**src/hdl/tmr_params.svh**
```systemverilog
// constants for the 8-bit timer waveform mode control block
// Summary of operation
// - control register A sits at data offset 0x44, I/O offset 0x24, resets zero.
// - nonzero channel A output mode hands the A pin to compare output A.
// - non-PWM modes: channel A 00 off, 01 toggle, 10 clear, 11 set on match.
// - fast PWM channel A: 10 clear on match/set at BOTTOM, 11 inverse.
// - PWM channel A mode 01 toggles on match only with high mode bit set.
// - fast PWM, compare A equals TOP with upper bit set: act at BOTTOM only.
// - phase-correct channel A: 10 clear on up match, set on down match; 11 inverse.
// - phase-correct, compare A equals TOP with upper bit set: act at TOP only.
// - nonzero channel B output mode hands the B pin to compare output B.
// - non-PWM modes: channel B 00 off, 01 toggle, 10 clear, 11 set on match.
// - fast PWM channel B: 10 clear on match/set at BOTTOM, 11 inverse; 01 reserved.
// - phase-correct channel B: 10 clear up, set down; 11 inverse; 01 reserved.
// - fast PWM, compare B equals TOP with upper bit set: act at BOTTOM only.
// - phase-correct, compare B equals TOP with upper bit set: act at TOP only.
// - low mode bits join control register B bit to form a 3-bit mode.
// - modes 0,1,3 have TOP 0xFF; 2,5,7 take TOP from compare A; 4,6 unused.
// - compare updates immediate in modes 0,2; at TOP phase-correct; at BOTTOM fast.
// - overflow sets at MAX in 0,2,3; at BOTTOM in 1,5; at TOP in 7.
// - high mode bit is bit 3 of control register B at offset 0x45.
// - phase-correct counts up to TOP, turns down on the next tick without pausing, counts down, repeats.
`ifndef TMR_PARAMS_SVH
`define TMR_PARAMS_SVH

`define TMR_CTRL_A_DATA 8'h44
`define TMR_CTRL_A_IO 8'h24
`define TMR_CTRL_B_DATA 8'h45
`define TMR_CTRL_B_IO 8'h25
`define TMR_COUNT_DATA 8'h46
`define TMR_COUNT_IO 8'h26

`define TMR_CTRL_A_RESET 8'h00
`define TMR_CTRL_B_RESET 8'h00
`define TMR_COUNT_RESET 8'h00
`define TMR_CTRL_A_MASK 8'hf3
`define TMR_CTRL_B_MASK 8'h0f
`define TMR_READ_IDLE 8'h00

`define TMR_COMA_HI 7
`define TMR_COMA_LO 6
`define TMR_COMB_HI 5
`define TMR_COMB_LO 4
`define TMR_WGML_HI 1
`define TMR_WGML_LO 0
`define TMR_WGMH_BIT 3
`define TMR_FOCA_BIT 7
`define TMR_FOCB_BIT 6
`define TMR_CS_HI 2
`define TMR_CS_LO 0

`define TMR_MODE_NORMAL 3'h0
`define TMR_MODE_PC_FF 3'h1
`define TMR_MODE_CTC 3'h2
`define TMR_MODE_FAST_FF 3'h3
`define TMR_MODE_PC_OCR 3'h5
`define TMR_MODE_FAST_OCR 3'h7

`define TMR_COM_OFF 2'h0
`define TMR_COM_TOGGLE 2'h1
`define TMR_COM_CLEAR 2'h2
`define TMR_COM_SET 2'h3

`define TMR_MAX 8'hff
`define TMR_BOTTOM 8'h00
`define TMR_ONE 8'h01

`endif

```
**src/hdl/tmr_pkg.sv**
```systemverilog
// types shared by the timer waveform blocks
package tmr_pkg;
    typedef enum logic [1:0] {
        kind_nonpwm,
        kind_fast,
        kind_pc
    } tmr_kind_t;

    typedef enum logic {
        dir_up,
        dir_down
    } tmr_dir_t;
endpackage

```
**src/hdl/tmr_wave_if.sv**
```systemverilog
// counter events shared from the timer core to the output channels
interface tmr_wave_if;
    tmr_pkg::tmr_kind_t kind;
    logic high_bit;
    logic counting_up;
    logic wrap;
    logic at_top;

    modport timer (
        output kind,
        output high_bit,
        output counting_up,
        output wrap,
        output at_top
    );

    modport chan (
        input kind,
        input high_bit,
        input counting_up,
        input wrap,
        input at_top
    );
endinterface

```
**src/hdl/tmr_ctrl_top.sv**
```systemverilog
// 8-bit timer with waveform mode control and two output compare channels
`include "tmr_params.svh"

module tmr_ctrl_top (
    input wire logic clk_i,
    input wire logic rst_i,
    input wire logic [7:0] addr_i,
    input wire logic io_space_i,
    input wire logic wr_i,
    input wire logic rd_i,
    input wire logic [7:0] wdata_i,
    output logic [7:0] rdata_o,
    input wire logic timer_tick_i,
    input wire logic [7:0] compare_value_a_i,
    input wire logic [7:0] compare_value_b_i,
    input wire logic overflow_clear_i,
    output logic overflow_flag_o,
    output logic [2:0] clock_select_o,
    input wire logic port_data_a_i,
    input wire logic port_dir_a_i,
    input wire logic port_data_b_i,
    input wire logic port_dir_b_i,
    output logic pin_a_o,
    output logic pin_a_oe_o,
    output logic pin_b_o,
    output logic pin_b_oe_o,
    output logic compare_out_a_o,
    output logic compare_out_b_o
);
    // a register answers at its data offset, or at its I/O offset when the
    // access comes through the I/O space
    function automatic logic reg_hit(
        input logic [7:0] addr,
        input logic io,
        input logic [7:0] data_ofs,
        input logic [7:0] io_ofs
    );
        reg_hit = io ? (addr == io_ofs) : (addr == data_ofs);
    endfunction

    logic [7:0] timer0_control_a;
    logic [7:0] timer0_control_b;
    logic [7:0] count_value;
    logic [7:0] compare_act_a;
    logic [7:0] compare_act_b;
    tmr_pkg::tmr_dir_t count_dir;

    tmr_wave_if wave ();

    // register decode
    wire hit_ctrl_a = reg_hit(addr_i, io_space_i, `TMR_CTRL_A_DATA, `TMR_CTRL_A_IO);
    wire hit_ctrl_b = reg_hit(addr_i, io_space_i, `TMR_CTRL_B_DATA, `TMR_CTRL_B_IO);
    wire hit_count = reg_hit(addr_i, io_space_i, `TMR_COUNT_DATA, `TMR_COUNT_IO);
    wire wr_ctrl_a = wr_i & hit_ctrl_a;
    wire wr_ctrl_b = wr_i & hit_ctrl_b;
    wire wr_count = wr_i & hit_count;

    // fields
    wire [1:0] chan_a_out_mode = timer0_control_a[`TMR_COMA_HI:`TMR_COMA_LO];
    wire [1:0] chan_b_out_mode = timer0_control_a[`TMR_COMB_HI:`TMR_COMB_LO];
    wire [1:0] wave_mode_low = timer0_control_a[`TMR_WGML_HI:`TMR_WGML_LO];
    wire wave_mode_high_bit = timer0_control_b[`TMR_WGMH_BIT];
    wire [2:0] wave_mode = {wave_mode_high_bit, wave_mode_low};

    // mode decode; the unused codes 4 and 6 fall back to normal counting
    wire mode_pc = (wave_mode == `TMR_MODE_PC_FF) | (wave_mode == `TMR_MODE_PC_OCR);
    wire mode_fast = (wave_mode == `TMR_MODE_FAST_FF) | (wave_mode == `TMR_MODE_FAST_OCR);
    wire top_from_a = (wave_mode == `TMR_MODE_CTC) | (wave_mode == `TMR_MODE_PC_OCR)
                      | (wave_mode == `TMR_MODE_FAST_OCR);
    wire [7:0] top_value = top_from_a ? compare_act_a : `TMR_MAX;

    tmr_pkg::tmr_kind_t wave_kind;
    assign wave_kind = mode_pc ? tmr_pkg::kind_pc
                     : (mode_fast ? tmr_pkg::kind_fast : tmr_pkg::kind_nonpwm);

    // counter position
    wire at_top = (count_value == top_value);
    wire at_bottom = (count_value == `TMR_BOTTOM);
    wire at_max = (count_value == `TMR_MAX);
    wire going_up = (count_dir == tmr_pkg::dir_up);
    wire [7:0] count_inc = 8'(count_value + `TMR_ONE);
    wire [7:0] count_dec = 8'(count_value - `TMR_ONE);

    // tick-qualified events
    wire single_wrap = timer_tick_i & ~mode_pc & at_top;
    wire pc_turn_top = timer_tick_i & mode_pc & going_up & at_top;
    wire pc_turn_bottom = timer_tick_i & mode_pc & ~going_up & at_bottom;

    // the count reaches TOP, then steps down on the next tick without holding it
    wire [7:0] pc_next = going_up ? (at_top ? count_dec : count_inc)
                                  : (at_bottom ? count_inc : count_dec);
    wire [7:0] ss_next = at_top ? `TMR_BOTTOM : count_inc;
    wire [7:0] tick_next = mode_pc ? pc_next : ss_next;
    wire [7:0] next_count = wr_count ? wdata_i
                          : (timer_tick_i ? tick_next : count_value);

    tmr_pkg::tmr_dir_t next_dir;
    assign next_dir = ~mode_pc ? tmr_pkg::dir_up
                    : (pc_turn_top ? tmr_pkg::dir_down
                    : (pc_turn_bottom ? tmr_pkg::dir_up : count_dir));

    // compare buffering: straight through in non-PWM, latched at TOP in
    // phase correct and at the wrap to BOTTOM in fast PWM
    wire compare_load = (wave_kind == tmr_pkg::kind_nonpwm)
                        | (mode_pc & pc_turn_top)
                        | (mode_fast & single_wrap);
    wire [7:0] next_act_a = compare_load ? compare_value_a_i : compare_act_a;
    wire [7:0] next_act_b = compare_load ? compare_value_b_i : compare_act_b;

    // overflow point per mode
    wire ovf_at_max = ~mode_pc & (wave_mode != `TMR_MODE_FAST_OCR) & at_max;
    wire ovf_at_top = (wave_mode == `TMR_MODE_FAST_OCR) & at_top;
    wire ovf_event = timer_tick_i & (ovf_at_max | ovf_at_top)
                     | pc_turn_bottom;
    // a new overflow in the clearing cycle keeps the flag set
    wire next_ovf = ovf_event | (overflow_flag_o & ~overflow_clear_i);

    // compare matches and forced matches
    wire match_a = timer_tick_i & (count_value == compare_act_a);
    wire match_b = timer_tick_i & (count_value == compare_act_b);
    wire force_ok = (wave_kind == tmr_pkg::kind_nonpwm);
    wire force_a = wr_ctrl_b & force_ok & wdata_i[`TMR_FOCA_BIT];
    wire force_b = wr_ctrl_b & force_ok & wdata_i[`TMR_FOCB_BIT];
    wire top_eq_a = (compare_act_a == top_value);
    wire top_eq_b = (compare_act_b == top_value);

    // register writes; unimplemented bits never store
    wire [7:0] next_ctrl_a = wr_ctrl_a ? (wdata_i & `TMR_CTRL_A_MASK) : timer0_control_a;
    wire [7:0] next_ctrl_b = wr_ctrl_b ? (wdata_i & `TMR_CTRL_B_MASK) : timer0_control_b;

    // read data; force bits and reserved bits read as zero
    wire [7:0] read_word = hit_ctrl_a ? timer0_control_a
                         : hit_ctrl_b ? timer0_control_b
                         : hit_count ? count_value
                         : `TMR_READ_IDLE;
    wire [7:0] next_rdata = rd_i ? read_word : `TMR_READ_IDLE;

    always_ff @(posedge clk_i or posedge rst_i) begin
        if (rst_i) begin
            timer0_control_a <= `TMR_CTRL_A_RESET;
            timer0_control_b <= `TMR_CTRL_B_RESET;
        end else begin
            timer0_control_a <= next_ctrl_a;
            timer0_control_b <= next_ctrl_b;
        end
    end

    always_ff @(posedge clk_i or posedge rst_i) begin
        if (rst_i) begin
            count_value <= `TMR_COUNT_RESET;
            count_dir <= tmr_pkg::dir_up;
        end else begin
            count_value <= next_count;
            count_dir <= next_dir;
        end
    end

    always_ff @(posedge clk_i or posedge rst_i) begin
        if (rst_i) begin
            compare_act_a <= `TMR_BOTTOM;
            compare_act_b <= `TMR_BOTTOM;
        end else begin
            compare_act_a <= next_act_a;
            compare_act_b <= next_act_b;
        end
    end

    always_ff @(posedge clk_i or posedge rst_i) begin
        if (rst_i) begin
            overflow_flag_o <= 1'b0;
            rdata_o <= `TMR_READ_IDLE;
        end else begin
            overflow_flag_o <= next_ovf;
            rdata_o <= next_rdata;
        end
    end

    // events for the output channels
    assign wave.kind = wave_kind;
    assign wave.high_bit = wave_mode_high_bit;
    // a match at BOTTOM counts as up-counting so that compare 0 stays low
    assign wave.counting_up = going_up | at_bottom;
    assign wave.wrap = single_wrap;
    assign wave.at_top = pc_turn_top;

    logic connect_a;
    logic connect_b;

    tmr_out_chan #(
        .TOGGLE_IN_PWM(1'b1)
    ) u_chan_a (
        .clk_i(clk_i),
        .rst_i(rst_i),
        .wave(wave),
        .mode_i(chan_a_out_mode),
        .match_i(match_a),
        .top_eq_i(top_eq_a),
        .force_i(force_a),
        .out_o(compare_out_a_o),
        .connect_o(connect_a)
    );

    tmr_out_chan #(
        .TOGGLE_IN_PWM(1'b0)
    ) u_chan_b (
        .clk_i(clk_i),
        .rst_i(rst_i),
        .wave(wave),
        .mode_i(chan_b_out_mode),
        .match_i(match_b),
        .top_eq_i(top_eq_b),
        .force_i(force_b),
        .out_o(compare_out_b_o),
        .connect_o(connect_b)
    );

    // pin takeover; the driver itself follows the port direction bit
    assign pin_a_o = connect_a ? compare_out_a_o : port_data_a_i;
    assign pin_a_oe_o = port_dir_a_i;
    assign pin_b_o = connect_b ? compare_out_b_o : port_data_b_i;
    assign pin_b_oe_o = port_dir_b_i;
    assign clock_select_o = timer0_control_b[`TMR_CS_HI:`TMR_CS_LO];
endmodule

```
**src/hdl/tmr_out_chan.sv**
```systemverilog
// one output compare channel: waveform flip-flop and pin takeover
`include "tmr_params.svh"

module tmr_out_chan #(
    parameter bit TOGGLE_IN_PWM = 1'b1
) (
    input wire logic clk_i,
    input wire logic rst_i,
    tmr_wave_if.chan wave,
    input wire logic [1:0] mode_i,
    input wire logic match_i,
    input wire logic top_eq_i,
    input wire logic force_i,
    output logic out_o,
    output logic connect_o
);
    wire is_toggle = (mode_i == `TMR_COM_TOGGLE);
    wire is_clear = (mode_i == `TMR_COM_CLEAR);
    wire is_set = (mode_i == `TMR_COM_SET);
    wire hi = mode_i[1];

    // non-PWM: a match or a forced match applies the mode directly
    wire np_event = match_i | force_i;
    wire np_set = np_event & is_set;
    wire np_clear = np_event & is_clear;
    wire np_toggle = np_event & is_toggle;

    // the toggle option in PWM needs the high mode bit; channel B has none
    wire pwm_toggle = TOGGLE_IN_PWM & wave.high_bit & is_toggle & match_i;

    // fast PWM: the wrap to BOTTOM outranks a match in the same tick,
    // so a compare value equal to TOP only ever acts at the wrap
    wire fp_set = (is_clear & wave.wrap) | (is_set & match_i & ~wave.wrap);
    wire fp_clear = (is_set & wave.wrap) | (is_clear & match_i & ~wave.wrap);

    // phase correct: compare value at TOP gives the down-count result at TOP
    wire pc_top_fix = hi & top_eq_i & wave.at_top;
    wire pc_up_match = match_i & wave.counting_up;
    wire pc_dn_match = match_i & ~wave.counting_up;
    wire pc_set = pc_top_fix ? is_clear : ((pc_up_match & is_set) | (pc_dn_match & is_clear));
    wire pc_clear = pc_top_fix ? is_set : ((pc_up_match & is_clear) | (pc_dn_match & is_set));

    wire is_np = (wave.kind == tmr_pkg::kind_nonpwm);
    wire is_fp = (wave.kind == tmr_pkg::kind_fast);
    wire do_set = is_np ? np_set : (is_fp ? fp_set : pc_set);
    wire do_clear = is_np ? np_clear : (is_fp ? fp_clear : pc_clear);
    wire do_toggle = is_np ? np_toggle : pwm_toggle;

    wire next_out = do_set ? 1'b1 : (do_clear ? 1'b0 : (do_toggle ? ~out_o : out_o));

    always_ff @(posedge clk_i or posedge rst_i) begin
        if (rst_i) begin
            out_o <= 1'b0;
        end else begin
            out_o <= next_out;
        end
    end

    assign connect_o = (mode_i != `TMR_COM_OFF);
endmodule

```
**config.mk**
```make
export PLATFORM = sky130hd
export DESIGN_NAME = tmr_ctrl_top
export DESIGN_NICKNAME = d
export VERILOG_FILES = /design/src/hdl/tmr_pkg.sv /design/src/hdl/tmr_wave_if.sv /design/src/hdl/tmr_ctrl_top.sv /design/src/hdl/tmr_out_chan.sv
export VERILOG_INCLUDE_DIRS = /design/src /design/src/hdl
export SDC_FILE = /design/constraint.sdc
export NUM_CORES = 1
export LEC_CHECK = 0
export BUFFER_PORTS_ARGS = -buffer_cell sky130_fd_sc_hd__buf_2
export CORE_MARGIN = 8
export CORE_UTILIZATION = 53
export CTS_CLUSTER_SIZE = 28
export DETAILED_ROUTE_END_ITERATION = 16
export GPL_TIMING_DRIVEN = 0
export PLACE_DENSITY = 0.77
export SLEW_MARGIN = 20
export SYNTH_ARGS = -nofsm -noshare
export SYNTH_HDL_FRONTEND = slang
export SYNTH_HIERARCHICAL = 1
export SYNTH_SLANG_ARGS = --single-unit
```
**constraint.sdc**
```tcl
create_clock -name clk_i -period 3.8 [get_ports clk_i]
set_input_delay 0.95 -clock clk_i [delete_from_list [all_inputs] [get_ports clk_i]]
set_output_delay 0.95 -clock clk_i [all_outputs]
set_load 0.05 [all_outputs]
```
==> flow_summary.yaml <==
pwr:
  fin_total_pwr_w: 0.00136
  peakVddDrop_mv: 0.203
  leakage_nw: 1.79
  powerDensity_mw_per_mm2: 330
cts:
  clkTransAtPathRegs_ps: 90
  cts_tree: "yes"
  insertion_delay_ps: 310
  cts_buffers: 5
  htreeDepth: 2
  cts_hold_buf: 0
  cts_root_buf: "clkbuf_8"
  cts_max_path_buffers: 2
  clock_sinks: 46
global_routing:
  grt.total_usage: 0.201
  grt_pass1_vias: 3207
  grt-ovfl-total: 0
  grt_pass1_wl_um: 16000
  grt_antenna_before_repair: 0
  grt_max_degree: 25
placed_design:
  io_buffer_count: 55
  place_area_mm2: 0.00396
  dp_hpwl_um: 7320
  placedCellCount: 531
  routabilityCongestion: 0.958
run:
  cap_violations: 0
setup_path:
  worstPathMaxFanout: 10
  crit_chain: "or3b_4 > a211o_1 > a21boi_0 > a2bb2oi_1 > nor4b_4 > clkbuf_4 > nand2_1 > nor3_4 > nand2_1 > and4_2 > o21ai_0 > a32oi_1"
  critical_path_class: "flop to flop"
  critPathMaxStageDelay_ps: 500
  cp-end-kind: "flop"
  cp.arrival_ps: 3780
  path_delay_family: "simple AND/OR/NAND/NOR gates"
  crit_top_cell: "nand2_1"
  crit_path_top_delay_cell: "dfrtp_1"
  critical_path_required_ps: 3960
  path_buf_inv: 1
  start_kind: "flop"
detailed_routing:
  first_iter_violations: 242
  via_per_inst: 6.28
  ant_nets: 0
  vias: 3399
  wl_per_cell_um: 18.3
  drt-total-wl_um: 9880
  drc: 0
  firstDrtPassIters: 5
sta:
  max_freq_mhz: 277
  report.final.slew_viol_count: 0
  fin_crit_ps: 3610
  maxSlewHeadroom: 0.306
  setup_viol: 0
  worstMarginPinSlew_ps: 1030
  tns_ps: 0
  finalHoldViolCount: 0
  fin_skew_ps: 10.6
  rsz0062_at_grt: "no"
  fin_crit_sh: 0.951
floorplanning:
  die_area_mm2: 0.00958
  die_y_um: 97.9
  row_count: 30
  initial_core_util: 0.535
  design.core.area_mm2: 0.00664
  boundaryPins: 61
  die_w_um: 97.9
synthesis:
  ys_types: 69
  yosysMostFrequentCell: "dfrtp_1"
  yosys-top-cells-count: "46 x dfrtp_1, 32 x nand2_1, 23 x nor2_1"
  ys_seq_area_frac: 0.324
  synth.avg_cell_area_um2: 9.00
  synthTopCellsByArea: "dfrtp_1 32%, mux2_2 6.3%, mux2_4 4.2%"
  yosys_warnings: 6
  ys.flop_type: "dfrtp_1"
  synthArstFlopShare: 1.00
  yosysTopAreaCellShare: 0.324
  syn_area_mm2: 0.00355
  synth_area_leader_cell: "dfrtp_1"
  synth_edf_count: 0
  synth_seq_cells: 46
  synthCells: 395
  syn-num-nets: 440
finish:
  final_core_util: 0.619
  instances_no_fill: 541
  n_antenna_cell: 0
  nets: 506
  drive_above_1_share: 0.269
  area_growth_pct: 15.8
  stdcell_area_mm2: 0.00411
status:
  outcome: "complete, no violations"
min_path:
  hold_class: "input pin to async pin"
per-stage QoR:
stage	hold slack, ps	setup slack, ps
finish	478	186
global route	474	3.28
CTS	482	3.07
detailed placement	540	-45.6
global placement	520	-7.41
floorplan	503	545
metal layers:
layer | global-route usage | vias to the layer above | wire length [um]
met3 | 0.0469 | 28 | 809
met1 | 0.243 | 1618 | 4160
met4 | 0.0767 | 0 | 215
met2 | 0.337 | 168 | 4690
li1 | - | 1585 | -
met5 | 0 | - | 0
cell families after synthesis:
| family | share of synthesized area |
|---|---|
| flops | 0.324 |
| fa+ha+maj | 0.00704 |
| xor+xnor | 0.0542 |
| simple gates | 0.204 |
| mux | 0.128 |
| compound gates | 0.217 |
| buf+inv | 0.0651 |
where the power goes:
part	switching [W]	leakage, nW	internal, W
clock	0.000172	0.0573	0.000211
sequential	0.0000414	0.585	0.000521
combinational	0.000248	1.15	0.000164
path summary, 6_finish.rpt:
| path | from | end | slack, ps | depth (start not counted) |
|---|---|---|---|---|
| setup / recovery | timer0_control_a[0]$_DFFE_PP0P_ | u_chan_b/out_o$_DFFE_PP0P_ | 190 | 12 |
| hold reg to reg | timer0_control_b[2]$_DFFE_PP0P_ | timer0_control_b[2]$_DFFE_PP0P_ | 560 | 1 |
| hold / removal | rst_i | u_chan_b/out_o$_DFFE_PP0P_ | 480 | 2 |
| setup reg to reg | timer0_control_a[0]$_DFFE_PP0P_ | u_chan_b/out_o$_DFFE_PP0P_ | 190 | 12 |
| min in group clk_i | timer0_control_b[2]$_DFFE_PP0P_ | timer0_control_b[2]$_DFFE_PP0P_ | 560 | 1 |
| max in group asynchronous | rst_i | count_value[2]$_DFFE_PP0P_ | 2640 | 3 |
cell type report:
cell class	count	area [um^2]
fill	583	2530
buffer	32	170
clock inverter	1	30.0
clock buffer	6	82.6
timing repair buffer	59	325
sequential	46	1150
tap	80	100
multi-input combinational	300	2190
inverter	17	63.8
layout by cell type (no fill, tap or decap), types with 10 or more instances in the layout:
| cell | netlist | routed |
|---|---|---|
| buf_2 | 2 | 56 |
| dfrtp_1 | 46 | 46 |
| nand2_1 | 32 | 32 |
| nor2_1 | 23 | 22 |
| a21oi_1 | 22 | 22 |
| o21ai_0 | 22 | 22 |
| clkbuf_1 | 21 | 21 |
| mux2_2 | 20 | 20 |
| inv_1 | 16 | 15 |
| xnor2_1 | 13 | 13 |
| nor3_1 | 14 | 13 |
| mux2_4 | 10 | 10 |
| nor4_1 | 10 | 10 |
state kept, by name, indices dropped and copies added (netlist names):
name,cells
compare_act_a,8
compare_act_b,8
count_value,8
rdata_o,8
timer0_control_a,6
timer0_control_b,4
count_dir,1
overflow_flag_o,1
u_chan_a/out_o,1
u_chan_b/out_o,1
what timing repair did:
item	CTS	global route
setup buffers	0	3
resized for setup	1	5
pin swaps	0	0
endpoints found under the setup margin	2	2
(Power assumes the default switching activity.)
